==> config.mk <==
export PLATFORM = sky130hd
export DESIGN_NAME = bsec_top
export DESIGN_NICKNAME = d
export VERILOG_FILES = /design/src/pkg/bsec_pkg.sv /design/src/hdl/bsec_snoop_port.sv /design/src/hdl/bsec_top.sv
export SDC_FILE = /design/constraint.sdc
export NUM_CORES = 1
export LEC_CHECK = 0
export ABC_AREA = 0
export BUFFER_PORTS_ARGS = -buffer_cell sky130_fd_sc_hd__buf_2
export CAP_MARGIN = 20
export CORE_ASPECT_RATIO = 0.8
export CORE_MARGIN = 2
export CORE_UTILIZATION = 25
export CTS_CLUSTER_DIAMETER = 60
export DETAILED_ROUTE_END_ITERATION = 8
export PLACE_DENSITY = 0.4
export SYNTH_ARGS = -nofsm -noshare
export SYNTH_HDL_FRONTEND = slang
export SYNTH_SLANG_ARGS = --single-unit
export TNS_END_PERCENT = 20
==> constraint.sdc <==
create_clock -name clk -period 4.35 [get_ports clk]
set_input_delay 0 -clock clk [delete_from_list [all_inputs] [get_ports clk]]
set_output_delay 0 -clock clk [all_outputs]
set_load 0.03 [all_outputs]
==> src/pkg/bsec_pkg.sv <==
// Function
// RULE1 - code 6CH counts port IO transactions only
// RULE2 - code 6DH counts each deferred transaction
// RULE3 - code 6EH counts full cache-line transactions
// RULE4 - code 6FH counts every memory transaction
// RULE5 - memory count equals line+partial+invalidate
// RULE6 - code 70H counts transactions of any type
// RULE7 - code 77H counts snoop responses by type
// RULE8 - own qualifier: own responses, own transactions
// RULE9 - every-agent qualifier: all observed snoop responses
// RULE10 - code 78H counts other-core L1D snoops
// RULE11 - other-core read hitting Exclusive gives Shared
// RULE12 - ownership read hitting Exclusive/Shared invalidates
// RULE13 - Modified hit may defer its state change
// RULE14 - snoops use store port, stalling stores
// RULE15 - code 7AH counts bus cycles driving shared-hit
// RULE16 - count only for known code and admitted qualifier
// RULE17 - same-cycle occurrences summed, none lost
package bsec_pkg;
  // ==========================================
  // event codes
  localparam logic [7:0] EV_PORT_IO  = 8'h6C;  // port io transactions
  localparam logic [7:0] EV_DEFER    = 8'h6D;  // deferred transactions
  localparam logic [7:0] EV_LINE     = 8'h6E;  // full line transactions
  localparam logic [7:0] EV_MEMORY   = 8'h6F;  // memory transactions
  localparam logic [7:0] EV_ANY      = 8'h70;  // every transaction
  localparam logic [7:0] EV_SNP_RESP = 8'h77;  // snoop responses
  localparam logic [7:0] EV_XCORE    = 8'h78;  // cross-core snoops
  localparam logic [7:0] EV_HIT_DRV  = 8'h7A;  // shared-hit drive cycles
  // ==========================================
  // apb register map
  localparam int         ADDR_W      = 8;      // apb address width
  localparam logic [7:0] OFS_CTRL    = 8'h00;  // control
  localparam logic [7:0] OFS_COUNT   = 8'h04;  // counter value
  localparam logic [7:0] OFS_STATUS  = 8'h08;  // sticky status, read only
  localparam logic [7:0] OFS_CLEAR   = 8'h0C;  // status clear, write only
  localparam logic [7:0] OFS_ENABLE  = 8'h10;  // interrupt enable
  // ==========================================
  // control fields
  localparam int CTL_CODE_LSB = 0;   // event code, 8 bits
  localparam int CTL_RUN      = 8;   // counting enable
  localparam int CTL_ALL      = 9;   // every agent, transactions and snoop responses
  localparam int CTL_RSP_LSB  = 10;  // snoop response type mask, 3 bits
  localparam int CTL_XRD      = 13;  // count cross-core read snoops
  localparam int CTL_XRFO     = 14;  // count cross-core ownership snoops
  localparam int CTL_W        = 15;  // implemented control bits
  localparam logic [14:0] CTL_RST = 15'h0000;  // control reset value
  // ==========================================
  // status and interrupt bits
  localparam int ST_OVF   = 0;  // counter wrapped
  localparam int ST_DEFER = 1;  // modified-line snoop deferred
  localparam int ST_W     = 2;  // status width
  localparam logic [1:0] ST_RST = 2'h0;  // status reset value
  // ==========================================
  // timing
  localparam int BUS_DIV_DEF = 2;  // core clocks per bus cycle
  // ==========================================
  // cache line states, gray order I-S-E-M
  typedef enum logic [1:0] {
    LN_I = 2'b00,
    LN_S = 2'b01,
    LN_E = 2'b11,
    LN_M = 2'b10
  } bsec_line_t;
  // deferred update tracker
  typedef enum logic [0:0] {
    DF_IDLE = 1'b0,
    DF_WAIT = 1'b1
  } bsec_defer_t;
endpackage : bsec_pkg

==> src/hdl/bsec_snoop_port.sv <==
`timescale 1ns/1ps
// ==========================================
// cross-core snoop service on the l1d store port
module bsec_snoop_port
  import bsec_pkg::*;
(
  input  wire logic       clk,
  input  wire logic       rstn,
  input  wire logic       snp_valid,    // other-core snoop this cycle
  input  wire logic       snp_rfo,      // snoop is read_for_ownership
  input  wire bsec_line_t snp_state,    // current state of snooped line
  input  wire logic       store_req,    // ordinary store wants the port
  output logic            store_grant,  // store may use the port
  output logic            state_wr,     // line state write pulse
  output bsec_line_t      state_new,    // state to write
  output logic            defer_evt     // modified hit was deferred
);
  bsec_defer_t defer;    // deferred update pending
  logic        pend_rfo;  // pending update is an ownership snoop
  // apply the deferred change only on an idle port
  wire apply = (defer == DF_WAIT) & ~snp_valid & ~store_req;
  wire hit_m = snp_valid & (snp_state == LN_M);
  // state chosen for a live snoop
  wire bsec_line_t live_state =
    (snp_rfo & (snp_state == LN_E || snp_state == LN_S)) ? LN_I :  // [RULE12]
    (~snp_rfo & (snp_state == LN_E)) ? LN_S :                        // [RULE11]
    snp_state;
  // port arbitration and line state update
  always_ff @(posedge clk or negedge rstn) begin
    if (!rstn) begin
      store_grant <= 1'b0;
      state_wr    <= 1'b0;
      state_new   <= LN_I;
      defer_evt   <= 1'b0;
      defer       <= DF_IDLE;
      pend_rfo    <= 1'b0;
    end else begin
      // snoops own the port; stores wait
      store_grant <= store_req & ~snp_valid;  // [RULE14]
      state_wr    <= (snp_valid & ~hit_m) | apply;
      state_new   <= apply ? (pend_rfo ? LN_I : LN_S) : live_state;
      defer_evt   <= hit_m;
      case (defer)
        DF_IDLE: begin
          if (hit_m) begin  // [RULE13]
            defer    <= DF_WAIT;
            pend_rfo <= snp_rfo;
          end
        end
        DF_WAIT: begin
          if (hit_m) begin
            pend_rfo <= pend_rfo | snp_rfo;
          end else if (apply) begin
            defer    <= DF_IDLE;
            pend_rfo <= 1'b0;
          end
        end
        default: begin
          defer <= DF_IDLE;
        end
      endcase
    end
  end
endmodule : bsec_snoop_port

==> src/hdl/bsec_top.sv <==
`timescale 1ns/1ps
// ==========================================
// bus and snoop event counter
module bsec_top
  import bsec_pkg::*;
#(
  parameter int BUS_DIV = BUS_DIV_DEF  // core clocks per bus cycle
) (
  input  wire logic              clk,
  input  wire logic              rstn,
  // apb slave
  input  wire logic              psel,
  input  wire logic              penable,
  input  wire logic              pwrite,
  input  wire logic [ADDR_W-1:0] paddr,
  input  wire logic [31:0]       pwdata,
  output logic      [31:0]       prdata,
  output logic                   pready,
  output logic                   pslverr,
  output logic                   irq,
  // transaction classes, one-cycle pulses, with own-core flags
  input  wire logic              port_io_transaction_event,
  input  wire logic              port_io_self,
  input  wire logic              deferred_transaction_event,
  input  wire logic              deferred_self,
  input  wire logic              full_line_transaction_event,
  input  wire logic              full_line_self,
  input  wire logic              partial_transaction_event,
  input  wire logic              partial_self,
  input  wire logic              invalidate_transaction_event,
  input  wire logic              invalidate_self,
  input  wire logic              other_transaction_event,
  input  wire logic              other_self,
  // snoop responses on the bus
  input  wire logic              external_snoop_response_event,
  input  wire logic [1:0]        snoop_resp_type,
  input  wire logic              snoop_resp_by_self,
  input  wire logic              snoop_req_by_self,
  // cross-core snoops of this l1d
  input  wire logic              cross_core_snoop_event,
  input  wire logic              read_for_ownership,
  input  wire bsec_line_t        snoop_line_state,
  input  wire logic              store_req,
  output logic                   store_grant,
  output logic                   line_state_wr,
  output bsec_line_t             line_state_new,
  // this core drives the shared-hit response
  input  wire logic              shared_hit_drive_event
);
  // ==========================================
  // register state
  logic [CTL_W-1:0] ctrl;        // control register
  logic [31:0]      count;       // event counter
  logic [ST_W-1:0]  status;      // sticky status
  logic [ST_W-1:0]  int_enable;  // interrupt enable
  logic [15:0]      div_cnt;     // bus cycle divider
  logic             bus_tick;    // one pulse per bus cycle
  logic             defer_evt;   // from snoop unit

  // ==========================================
  // apb decode
  wire setup_acc = psel & penable & ~pready;  // access, first cycle
  wire acc_done  = psel & penable & pready;   // completing edge
  wire wr_en     = acc_done & pwrite;         // write takes effect
  wire hit_ctrl  = (paddr == OFS_CTRL);
  wire hit_count = (paddr == OFS_COUNT);
  wire hit_stat  = (paddr == OFS_STATUS);
  wire hit_clr   = (paddr == OFS_CLEAR);
  wire hit_ena   = (paddr == OFS_ENABLE);
  wire hit_any   = hit_ctrl | hit_count | hit_stat | hit_clr | hit_ena;
  wire wr_ctrl   = wr_en & hit_ctrl;
  wire wr_count  = wr_en & hit_count;
  wire wr_clr    = wr_en & hit_clr;
  wire wr_ena    = wr_en & hit_ena;

  // read mux; clear register reads as zero
  wire [31:0] rd_data =
    hit_ctrl  ? {{(32-CTL_W){1'b0}}, ctrl} :
    hit_count ? count :
    hit_stat  ? {{(32-ST_W){1'b0}}, status} :
    hit_ena   ? {{(32-ST_W){1'b0}}, int_enable} :
    32'h0000_0000;

  // ==========================================
  // control fields
  wire [7:0] code    = ctrl[CTL_CODE_LSB +: 8];
  wire       run     = ctrl[CTL_RUN];
  wire       all_ag  = ctrl[CTL_ALL];
  wire [2:0] rsp_msk = ctrl[CTL_RSP_LSB +: 3];
  wire       x_rd    = ctrl[CTL_XRD];
  wire       x_rfo   = ctrl[CTL_XRFO];

  // ==========================================
  // qualified occurrences, own core unless every agent chosen
  wire q_io    = port_io_transaction_event & (all_ag | port_io_self);
  wire q_def   = deferred_transaction_event & (all_ag | deferred_self);
  wire q_line  = full_line_transaction_event & (all_ag | full_line_self);
  wire q_part  = partial_transaction_event & (all_ag | partial_self);
  wire q_inval = invalidate_transaction_event & (all_ag | invalidate_self);
  wire q_other = other_transaction_event & (all_ag | other_self);

  // snoop response qualifier by responder and requester
  wire snp_own   = snoop_resp_by_self & snoop_req_by_self;      // [RULE8]
  wire snp_agent = all_ag | snp_own;                            // [RULE9]
  wire snp_type  = (snoop_resp_type != 2'b11) & rsp_msk[snoop_resp_type];
  wire q_snp     = external_snoop_response_event & snp_type & snp_agent;  // [RULE7]

  // cross-core snoop qualified by snoop type
  wire x_type = read_for_ownership ? x_rfo : x_rd;
  wire q_x    = cross_core_snoop_event & x_type;               // [RULE10]

  // shared-hit drive sampled once per bus cycle
  wire q_hit = shared_hit_drive_event & bus_tick;              // [RULE15]

  // ==========================================
  // per-event sums of same-cycle occurrences
  wire [2:0] s_io    = {2'b00, q_io};                          // [RULE1]
  wire [2:0] s_def   = {2'b00, q_def};                         // [RULE2]
  wire [2:0] s_line  = {2'b00, q_line};                        // [RULE3]
  wire [2:0] s_mem   = s_line + {2'b00, q_part} + {2'b00, q_inval};  // [RULE4] [RULE5]
  wire [2:0] s_any   = s_mem + s_io + s_def + {2'b00, q_other}; // [RULE6] [RULE17]
  wire [2:0] s_snp   = {2'b00, q_snp};
  wire [2:0] s_x     = {2'b00, q_x};
  wire [2:0] s_hit   = {2'b00, q_hit};

  // code selection; unknown codes add nothing
  wire [2:0] sel_inc =
    (code == EV_PORT_IO)  ? s_io   :
    (code == EV_DEFER)    ? s_def  :
    (code == EV_LINE)     ? s_line :
    (code == EV_MEMORY)   ? s_mem  :
    (code == EV_ANY)      ? s_any  :
    (code == EV_SNP_RESP) ? s_snp  :
    (code == EV_XCORE)    ? s_x    :
    (code == EV_HIT_DRV)  ? s_hit  :
    3'h0;
  wire [2:0] inc = run ? sel_inc : 3'h0;                       // [RULE16]

  // counter sum with carry out
  wire [32:0] sum        = {1'b0, count} + {30'h0000_0000, inc};
  wire        ovf_evt    = sum[32] & ~wr_count;
  wire [31:0] next_count = wr_count ? pwdata : sum[31:0];      // [RULE17]

  // ==========================================
  // sticky status: new events win over a clear
  wire [ST_W-1:0] evt_bits    = {defer_evt, ovf_evt};
  wire [ST_W-1:0] clr_bits    = wr_clr ? pwdata[ST_W-1:0] : {ST_W{1'b0}};
  wire [ST_W-1:0] next_status = (status & ~clr_bits) | evt_bits;
  wire [ST_W-1:0] next_ena    = wr_ena ? pwdata[ST_W-1:0] : int_enable;
  wire            next_irq    = |(next_status & next_ena);

  // ==========================================
  // apb handshake: one wait state, registered read data
  always_ff @(posedge clk or negedge rstn) begin
    if (!rstn) begin
      pready  <= 1'b0;
      pslverr <= 1'b0;
      prdata  <= 32'h0000_0000;
    end else begin
      pready <= setup_acc;
      // capture answer while waiting
      if (setup_acc) begin
        pslverr <= ~hit_any;
        prdata  <= pwrite ? 32'h0000_0000 : rd_data;
      end else if (acc_done) begin
        pslverr <= 1'b0;
      end
    end
  end

  // control register
  always_ff @(posedge clk or negedge rstn) begin
    if (!rstn) begin
      ctrl <= CTL_RST;
    end else if (wr_ctrl) begin
      ctrl <= pwdata[CTL_W-1:0];
    end
  end

  // counter, software write overrides increment
  always_ff @(posedge clk or negedge rstn) begin
    if (!rstn) begin
      count <= 32'h0000_0000;
    end else begin
      count <= next_count;
    end
  end

  // status, enable and interrupt line
  always_ff @(posedge clk or negedge rstn) begin
    if (!rstn) begin
      status     <= ST_RST;
      int_enable <= ST_RST;
      irq        <= 1'b0;
    end else begin
      status     <= next_status;
      int_enable <= next_ena;
      irq        <= next_irq;
    end
  end

  // ==========================================
  // bus cycle divider
  wire div_last = (div_cnt == 16'(BUS_DIV - 1));
  always_ff @(posedge clk or negedge rstn) begin
    if (!rstn) begin
      div_cnt  <= 16'h0000;
      bus_tick <= 1'b0;
    end else begin
      div_cnt  <= div_last ? 16'h0000 : div_cnt + 16'h0001;
      bus_tick <= div_last;
    end
  end

  // ==========================================
  // cross-core snoop service on the store port
  bsec_snoop_port u_snoop (
    .clk         (clk),
    .rstn        (rstn),
    .snp_valid   (cross_core_snoop_event),
    .snp_rfo     (read_for_ownership),
    .snp_state   (snoop_line_state),
    .store_req   (store_req),
    .store_grant (store_grant),
    .state_wr    (line_state_wr),
    .state_new   (line_state_new),
    .defer_evt   (defer_evt)
  );
endmodule : bsec_top

Word level (Yosys, flattened, before mapping). Cells that the tools add are included.

Word-level logic and storage cells: 136. Flip-flop bits (word level): 110.

Bitwise gates (word level): 53. $lt $le $gt $ge: 1. Add/subtract/negate cells: 7. Mux-type cells: 35. Reduce and logical (&&, ||, !) cells: 5. Eq/ne operators: 19.

Operators with widths (number): $mux W32 (4); $eq A8 B7 Y1 const B (8); $add A32 B3 Y33 (1); $and A1 B1 Y1 (28); $mux W3 (6); $add A16 B1 Y16 const B (1); $eq A16 B1 Y1 const B (1); $eq A8 B4 Y1 const B (2); $mux W16 (1); $mux W1 (14); $mux W2 (7); $or A1 B1 Y1 (13); $add A3 B1 Y3 (3); $eq A8 B3 Y1 const B (1); $eq A8 B5 Y1 const B (1); $logic_not A8 Y1 (1); $not A1 Y1 (8); $and A2 B2 Y2 (2); $eq A2 B2 Y1 const B (2); $pmux W1 S2 (2); $add A2 B1 Y3 (1); $lt A2 B3 Y1 const B (1); $ne A3 B3 Y1 const B (1); $add A1 B1 Y2 (1); other kinds (10) (10).

Longest topological paths before layout.
Depth after elaboration: 18. Mapped depth: 17. Mapped depth without buffers: 16.

Modules after synthesis. From an unflattened synthesis, not the netlist that was laid out.

Cells, all modules: 517. Area total of the unflattened synthesis: 5415.2 sq um.

Modules (own cells, without submodules): bsec_top (area an instance 5116.2 sq um, seq. area each 2577.5 sq um, instances 1, cells each 492); bsec_snoop_port (area an instance 299.0 sq um, seq. area each 175.2 sq um, instances 1, cells each 25).

Worst setup path after synthesis. OpenSTA, ideal clock, no wires.

Path kind: reg2reg. Start: reg ctrl[9]. End: reg irq. Arrival: 4.034 ns. Library setup time: 0.121 ns. Path slack: 0.195 ns. Cell stages (with the launch flop): 18. Required time: 4.229 ns. Path through: dfrtp_1 clkbuf_1 o21ai_0 fa_1 inv_1 fa_1 ha_1 a311oi_1 o22ai_1 and2_1 ha_1 fa_1 a21oi_1 nor2_1 nand4b_1 inv_1 a21o_1 a22o_1.

Word-level cells in the longest chain between the ends: 18.

Ends and longest elaborated chain: start: declaration (RTL line bsec_top.sv:52) `logic [CTL_W-1:0] ctrl;`; start signal: assignment (RTL line bsec_top.sv:176) `ctrl <= pwdata[CTL_W-1:0];`; $or A1 B1 Y1 (on tied branches) (RTL line bsec_top.sv:97, bsec_top.sv:98); $and A1 B1 Y1 (on tied branches) (RTL line bsec_top.sv:97, bsec_top.sv:98); $add A1 B1 Y2 (RTL line bsec_top.sv:120) `wire [2:0] s_mem = s_line + {2'b00, q_part} + {2'b00, q_inval};`; $add A2 B1 Y3 (RTL line bsec_top.sv:120); $add A3 B1 Y3 (3 in series) (RTL line bsec_top.sv:121) `wire [2:0] s_any = s_mem + s_io + s_def + {2'b00, q_other};`; $mux W3 (RTL line bsec_top.sv:132) `(code == EV_ANY) ? s_any :`; $mux W3 (RTL line bsec_top.sv:131) `(code == EV_MEMORY) ? s_mem :`; $mux W3 (RTL line bsec_top.sv:130) `(code == EV_LINE) ? s_line :`; (+2 left out); $mux W3 (*) (RTL line bsec_top.sv:137) `wire [2:0] inc = run ? sel_inc : 3'h0;`; $add A32 B3 Y33 (*) (RTL line bsec_top.sv:140) `wire [32:0] sum = {1'b0, count} + {30'h0000_0000, inc};`; $and A1 B1 Y1 (*) (RTL line bsec_top.sv:141) `wire ovf_evt = sum[32] & ~wr_count;`; $or A2 B2 Y2 (*) (RTL line bsec_top.sv:148) `wire [ST_W-1:0] next_status = (status & ~clr_bits) | evt_bits;`; named net next_status[0] (RTL line bsec_top.sv:148); $and A2 B2 Y2 (*) (RTL line bsec_top.sv:150) `wire next_irq = |(next_status & next_ena);`; $reduce_or A2 Y1 (*) (RTL line bsec_top.sv:150); named net next_irq (RTL line bsec_top.sv:150); end signal: assignment (RTL line bsec_top.sv:198) `irq <= next_irq;`; end: declaration (RTL line bsec_top.sv:20) `output logic irq,`.

The timed path passes the listed nets; every way through them passes the cells marked *. A chain may end at the register's enable or synchronous reset.

Worst setup path in the final report. Same ends and word-level chain as after synthesis.

==> metrics.txt <==
status=complete, but fails checks; failing checks=DRC; Synth Area in Simple Gates=0.175; Post-synth ARST share=1.00; register area=between 2000 and 3000 um^2; vias per cell=roughly 4.6; P per Cell Area=between 200 and 300 nW/um^2; Critical Path AT=4.36 ns; Initial Util=0.256; number of setup violations in the final report=0; CTS tree=yes; Ports=roughly 110; initial antenna violation count=1; RePlAce Congestion=between 0.7 and 0.8; Max IR drop VDD=~150 uV; Slew HR=0.335; critical path class=register to register; Vias=about 4300; Required @ worst endpoint=4.59 ns; # diodes=0; worst min-delay path class=input port to register; Placement Rows=between 40 and 50; Sum Neg Setup Slack=0 ns; worst skew pair latency=between 0.3 and 0.4 ns; Yosys cell types=45; mux share of post-synthesis cell area=0.0702; net count after synthesis=between 500 and 600; final std cells w/o fill=940; GRT Total Usage=0.142; register area share after synthesis=0.517; crit-path max FO=5; Sink Count=110; Die Area=22500 um^2; Avg WL per Cell=~16 um; area fraction in compound gates after synthesis=0.112; skew final=0.0114 ns; Placed Cells=between 800 and 900; critical path startpoint category=register; multi-input combinational cell area=2460 um^2; area of the core=20800 um^2; # fillers=~2200; Synth Area in Adders=0.0291; clock-pin slew on the worst setup and hold paths=0.08 ns; Final ANT Viol Nets=0; Max clock buf depth=2; pins over their slew limit=0; post-synthesis average cell area=approximately 10 um^2; IO Port Bufs=roughly 110; #FFs+latches synth=110; root buf cell=clkbuf_16; Pre-antenna DRT Iters=6; leakage=0.00333 uW; EDFF count, synth=0; Top FF cell, synth=dfrtp_1; first-pass GRT wire length=roughly 25000 um; residual DRC count=9; Worst-Margin Slew=0.995 ns; Ys Warns=0; largest family of logic cells by synthesized area=simple AND/OR/NAND/NOR gates; H-tree Lvls=3; DRT Wirelength=between 15000 and 20000 um; Final Cycle Share=0.946; Max Fclk=~240 MHz; Final min period=4.12 ns; Mapped Cells=approximately 520; XOR/XNOR share of the synthesized area=0.0723; initial DRC count=~270; final hold violation count=0; GRT overflow=0; NumNets Final=roughly 740; number of global-route vias before repair=approximately 4500; die height=135 um; Cell Area, Synth=about 5300 um^2; critical path capture point type=register; area delta synth->final=29.8%; number of CTS-inserted buffers=9; max-cap violation count=0; DP HPWL=around 11000 um; RSZ-0062 raised after global routing=false; layout cells sized above 1=0.240; Die X=between 150 and 200 um; largest net degree at the start of global routing=73
per-stage QoR:
step	hold WS [ns]	utilization	setup WS, ns	total power (uW)	instance area, um^2
global placement	0.186	0.296	0.133	1190	6160
global route	0.0981	0.332	0.0449	2100	6920
CTS	0.0673	0.331	0.0210	2040	6880
finish	0.0884	0.332	0.235	2000	6920
detailed placement	0.193	0.296	-0.0363	1200	6160
floorplan	-0.296	-	0.195	1110	5330
critical path, cell delays in order (launching register included):
cell and delay, ns:
dfrtp_1 0.42, o21ai_2 0.10, fa_1 0.57, inv_1 0.06, fa_1 0.43, ha_1 0.30
a311oi_1 0.24, o22ai_1 0.11, and2_1 0.18, ha_1 0.22, fa_2 0.38, a21oi_2 0.18
nor2_2 0.09, nand4b_1 0.23, inv_1 0.07, a21o_1 0.19, a22o_1 0.21
cell usage in the layout, fill, tap and decap left out, types with 3 or more instances in the layout:
master         Yosys  final
dfrtp_1          110    110
buf_2              3    105
nor2_1            56     55
nand2_1           51     51
dlygate4sd3_1      0     45
a21oi_1           37     35
xnor2_1           31     31
o21ai_0           24     21
mux2_2            19     19
a22o_1            18     18
nand3_1           16     16
mux2i_1           16     16
xor2_1            13     13
and3_1            11     11
nand4_1           11     11
nor3_1            11     11
inv_1             10     10
buf_4              0     10
clkbuf_16          0      9
nor2b_1            7      7
ha_1               6      6
nor4_1             4      4
and4_1             4      4
a21o_1             4      4
o21a_1             3      3
a211oi_1           3      3
a21boi_0           3      3
fa_1               4      3
clkinv_2           0      3
worst paths after layout:
path	startpoint	endpoint	slack, ns	cells past startpoint
worst max-delay path	ctrl[9]	irq	0.23	16
worst min-delay path	psel	pslverr	0.09	4
worst max register to register	ctrl[9]	irq	0.23	16
worst min register to register	u_snoop.pend_rfo	u_snoop.state_new[0]	0.48	1
max in group asynchronous	rstn	count[31]	2.89	3
min in group asynchronous	rstn	int_enable[0]	0.34	2
sequential cells by signal (all words and copies together) (netlist names):
register             count
irq                      1
u_snoop.state_wr         1
pslverr                  1
u_snoop.store_grant      1
count                   32
u_snoop.defer            1
u_snoop.pend_rfo         1
u_snoop.state_new        2
prdata                  32
ctrl                    15
div_cnt                 16
u_snoop.defer_evt        1
bus_tick                 1
status                   2
int_enable               2
pready                   1
synth_stat cells, types with 3 or more instances:
library cell / count / area share
a211oi_1: 3 / 0.0042
a21boi_0: 3 / 0.0042
a21o_1: 4 / 0.0056
a21oi_1: 37 / 0.035
a22o_1: 18 / 0.030
and3_1: 11 / 0.013
and4_1: 4 / 0.0066
buf_2: 3 / 0.0028
clkbuf_1: 14 / 0.0099
dfrtp_1: 110 / 0.52
fa_1: 4 / 0.015
ha_1: 6 / 0.014
inv_1: 10 / 0.0070
mux2_2: 19 / 0.040
mux2i_1: 16 / 0.030
nand2_1: 51 / 0.036
nand3_1: 16 / 0.015
nand4_1: 11 / 0.013
nor2_1: 56 / 0.039
nor2b_1: 7 / 0.0082
nor3_1: 11 / 0.010
nor4_1: 4 / 0.0047
o21a_1: 3 / 0.0042
o21ai_0: 24 / 0.023
xnor2_1: 31 / 0.051
xor2_1: 13 / 0.021
cell type report:
cell class / count / share of cell area
sequential: 110 / 0.398
multi-input combinational: 375 / 0.356
timing repair buffer: 160 / 0.152
tap: 269 / 0.0487
clock buffer: 9 / 0.0326
clock inverter: 7 / 0.00706
inverter: 10 / 0.00543
timing repair:
action                                  in CTS  in global routing
setup buffers                                0                  2
endpoints found under the hold margin      131                  0
pin swaps                                    0                  1
endpoints found under the setup margin       1                 15
gates resized for setup                      1                  8
hold buffers                                45                  0
cell families after synthesis:
| kind of cell | after synthesis |
|---|---|
| AOI/OAI and AO/OA | 97 |
| xor gates and xnor gates | 44 |
| adders and majority gates | 10 |
| buffers and inverters | 30 |
| DFF | 110 |
| muxes | 35 |
| and+or+nand+nor | 189 |
where the power goes:
part           internal, uW  switching (uW)  total (uW)
sequential             1030            7.62        1040
combinational          76.5            89.4         166
clock                   392             406         798
total                  1500             503        2000
per-layer routing:
layer | vias up | global-route usage | wire (um)
met2 | 94 | 0.210 | 6640
met4 | 2 | 0.0333 | 147
met1 | 2126 | 0.210 | 7970
met5 | - | 0 | 13
li1 | 2099 | - | -
met3 | 16 | 0.0322 | 716
Power figures use the tool's default switching activity.
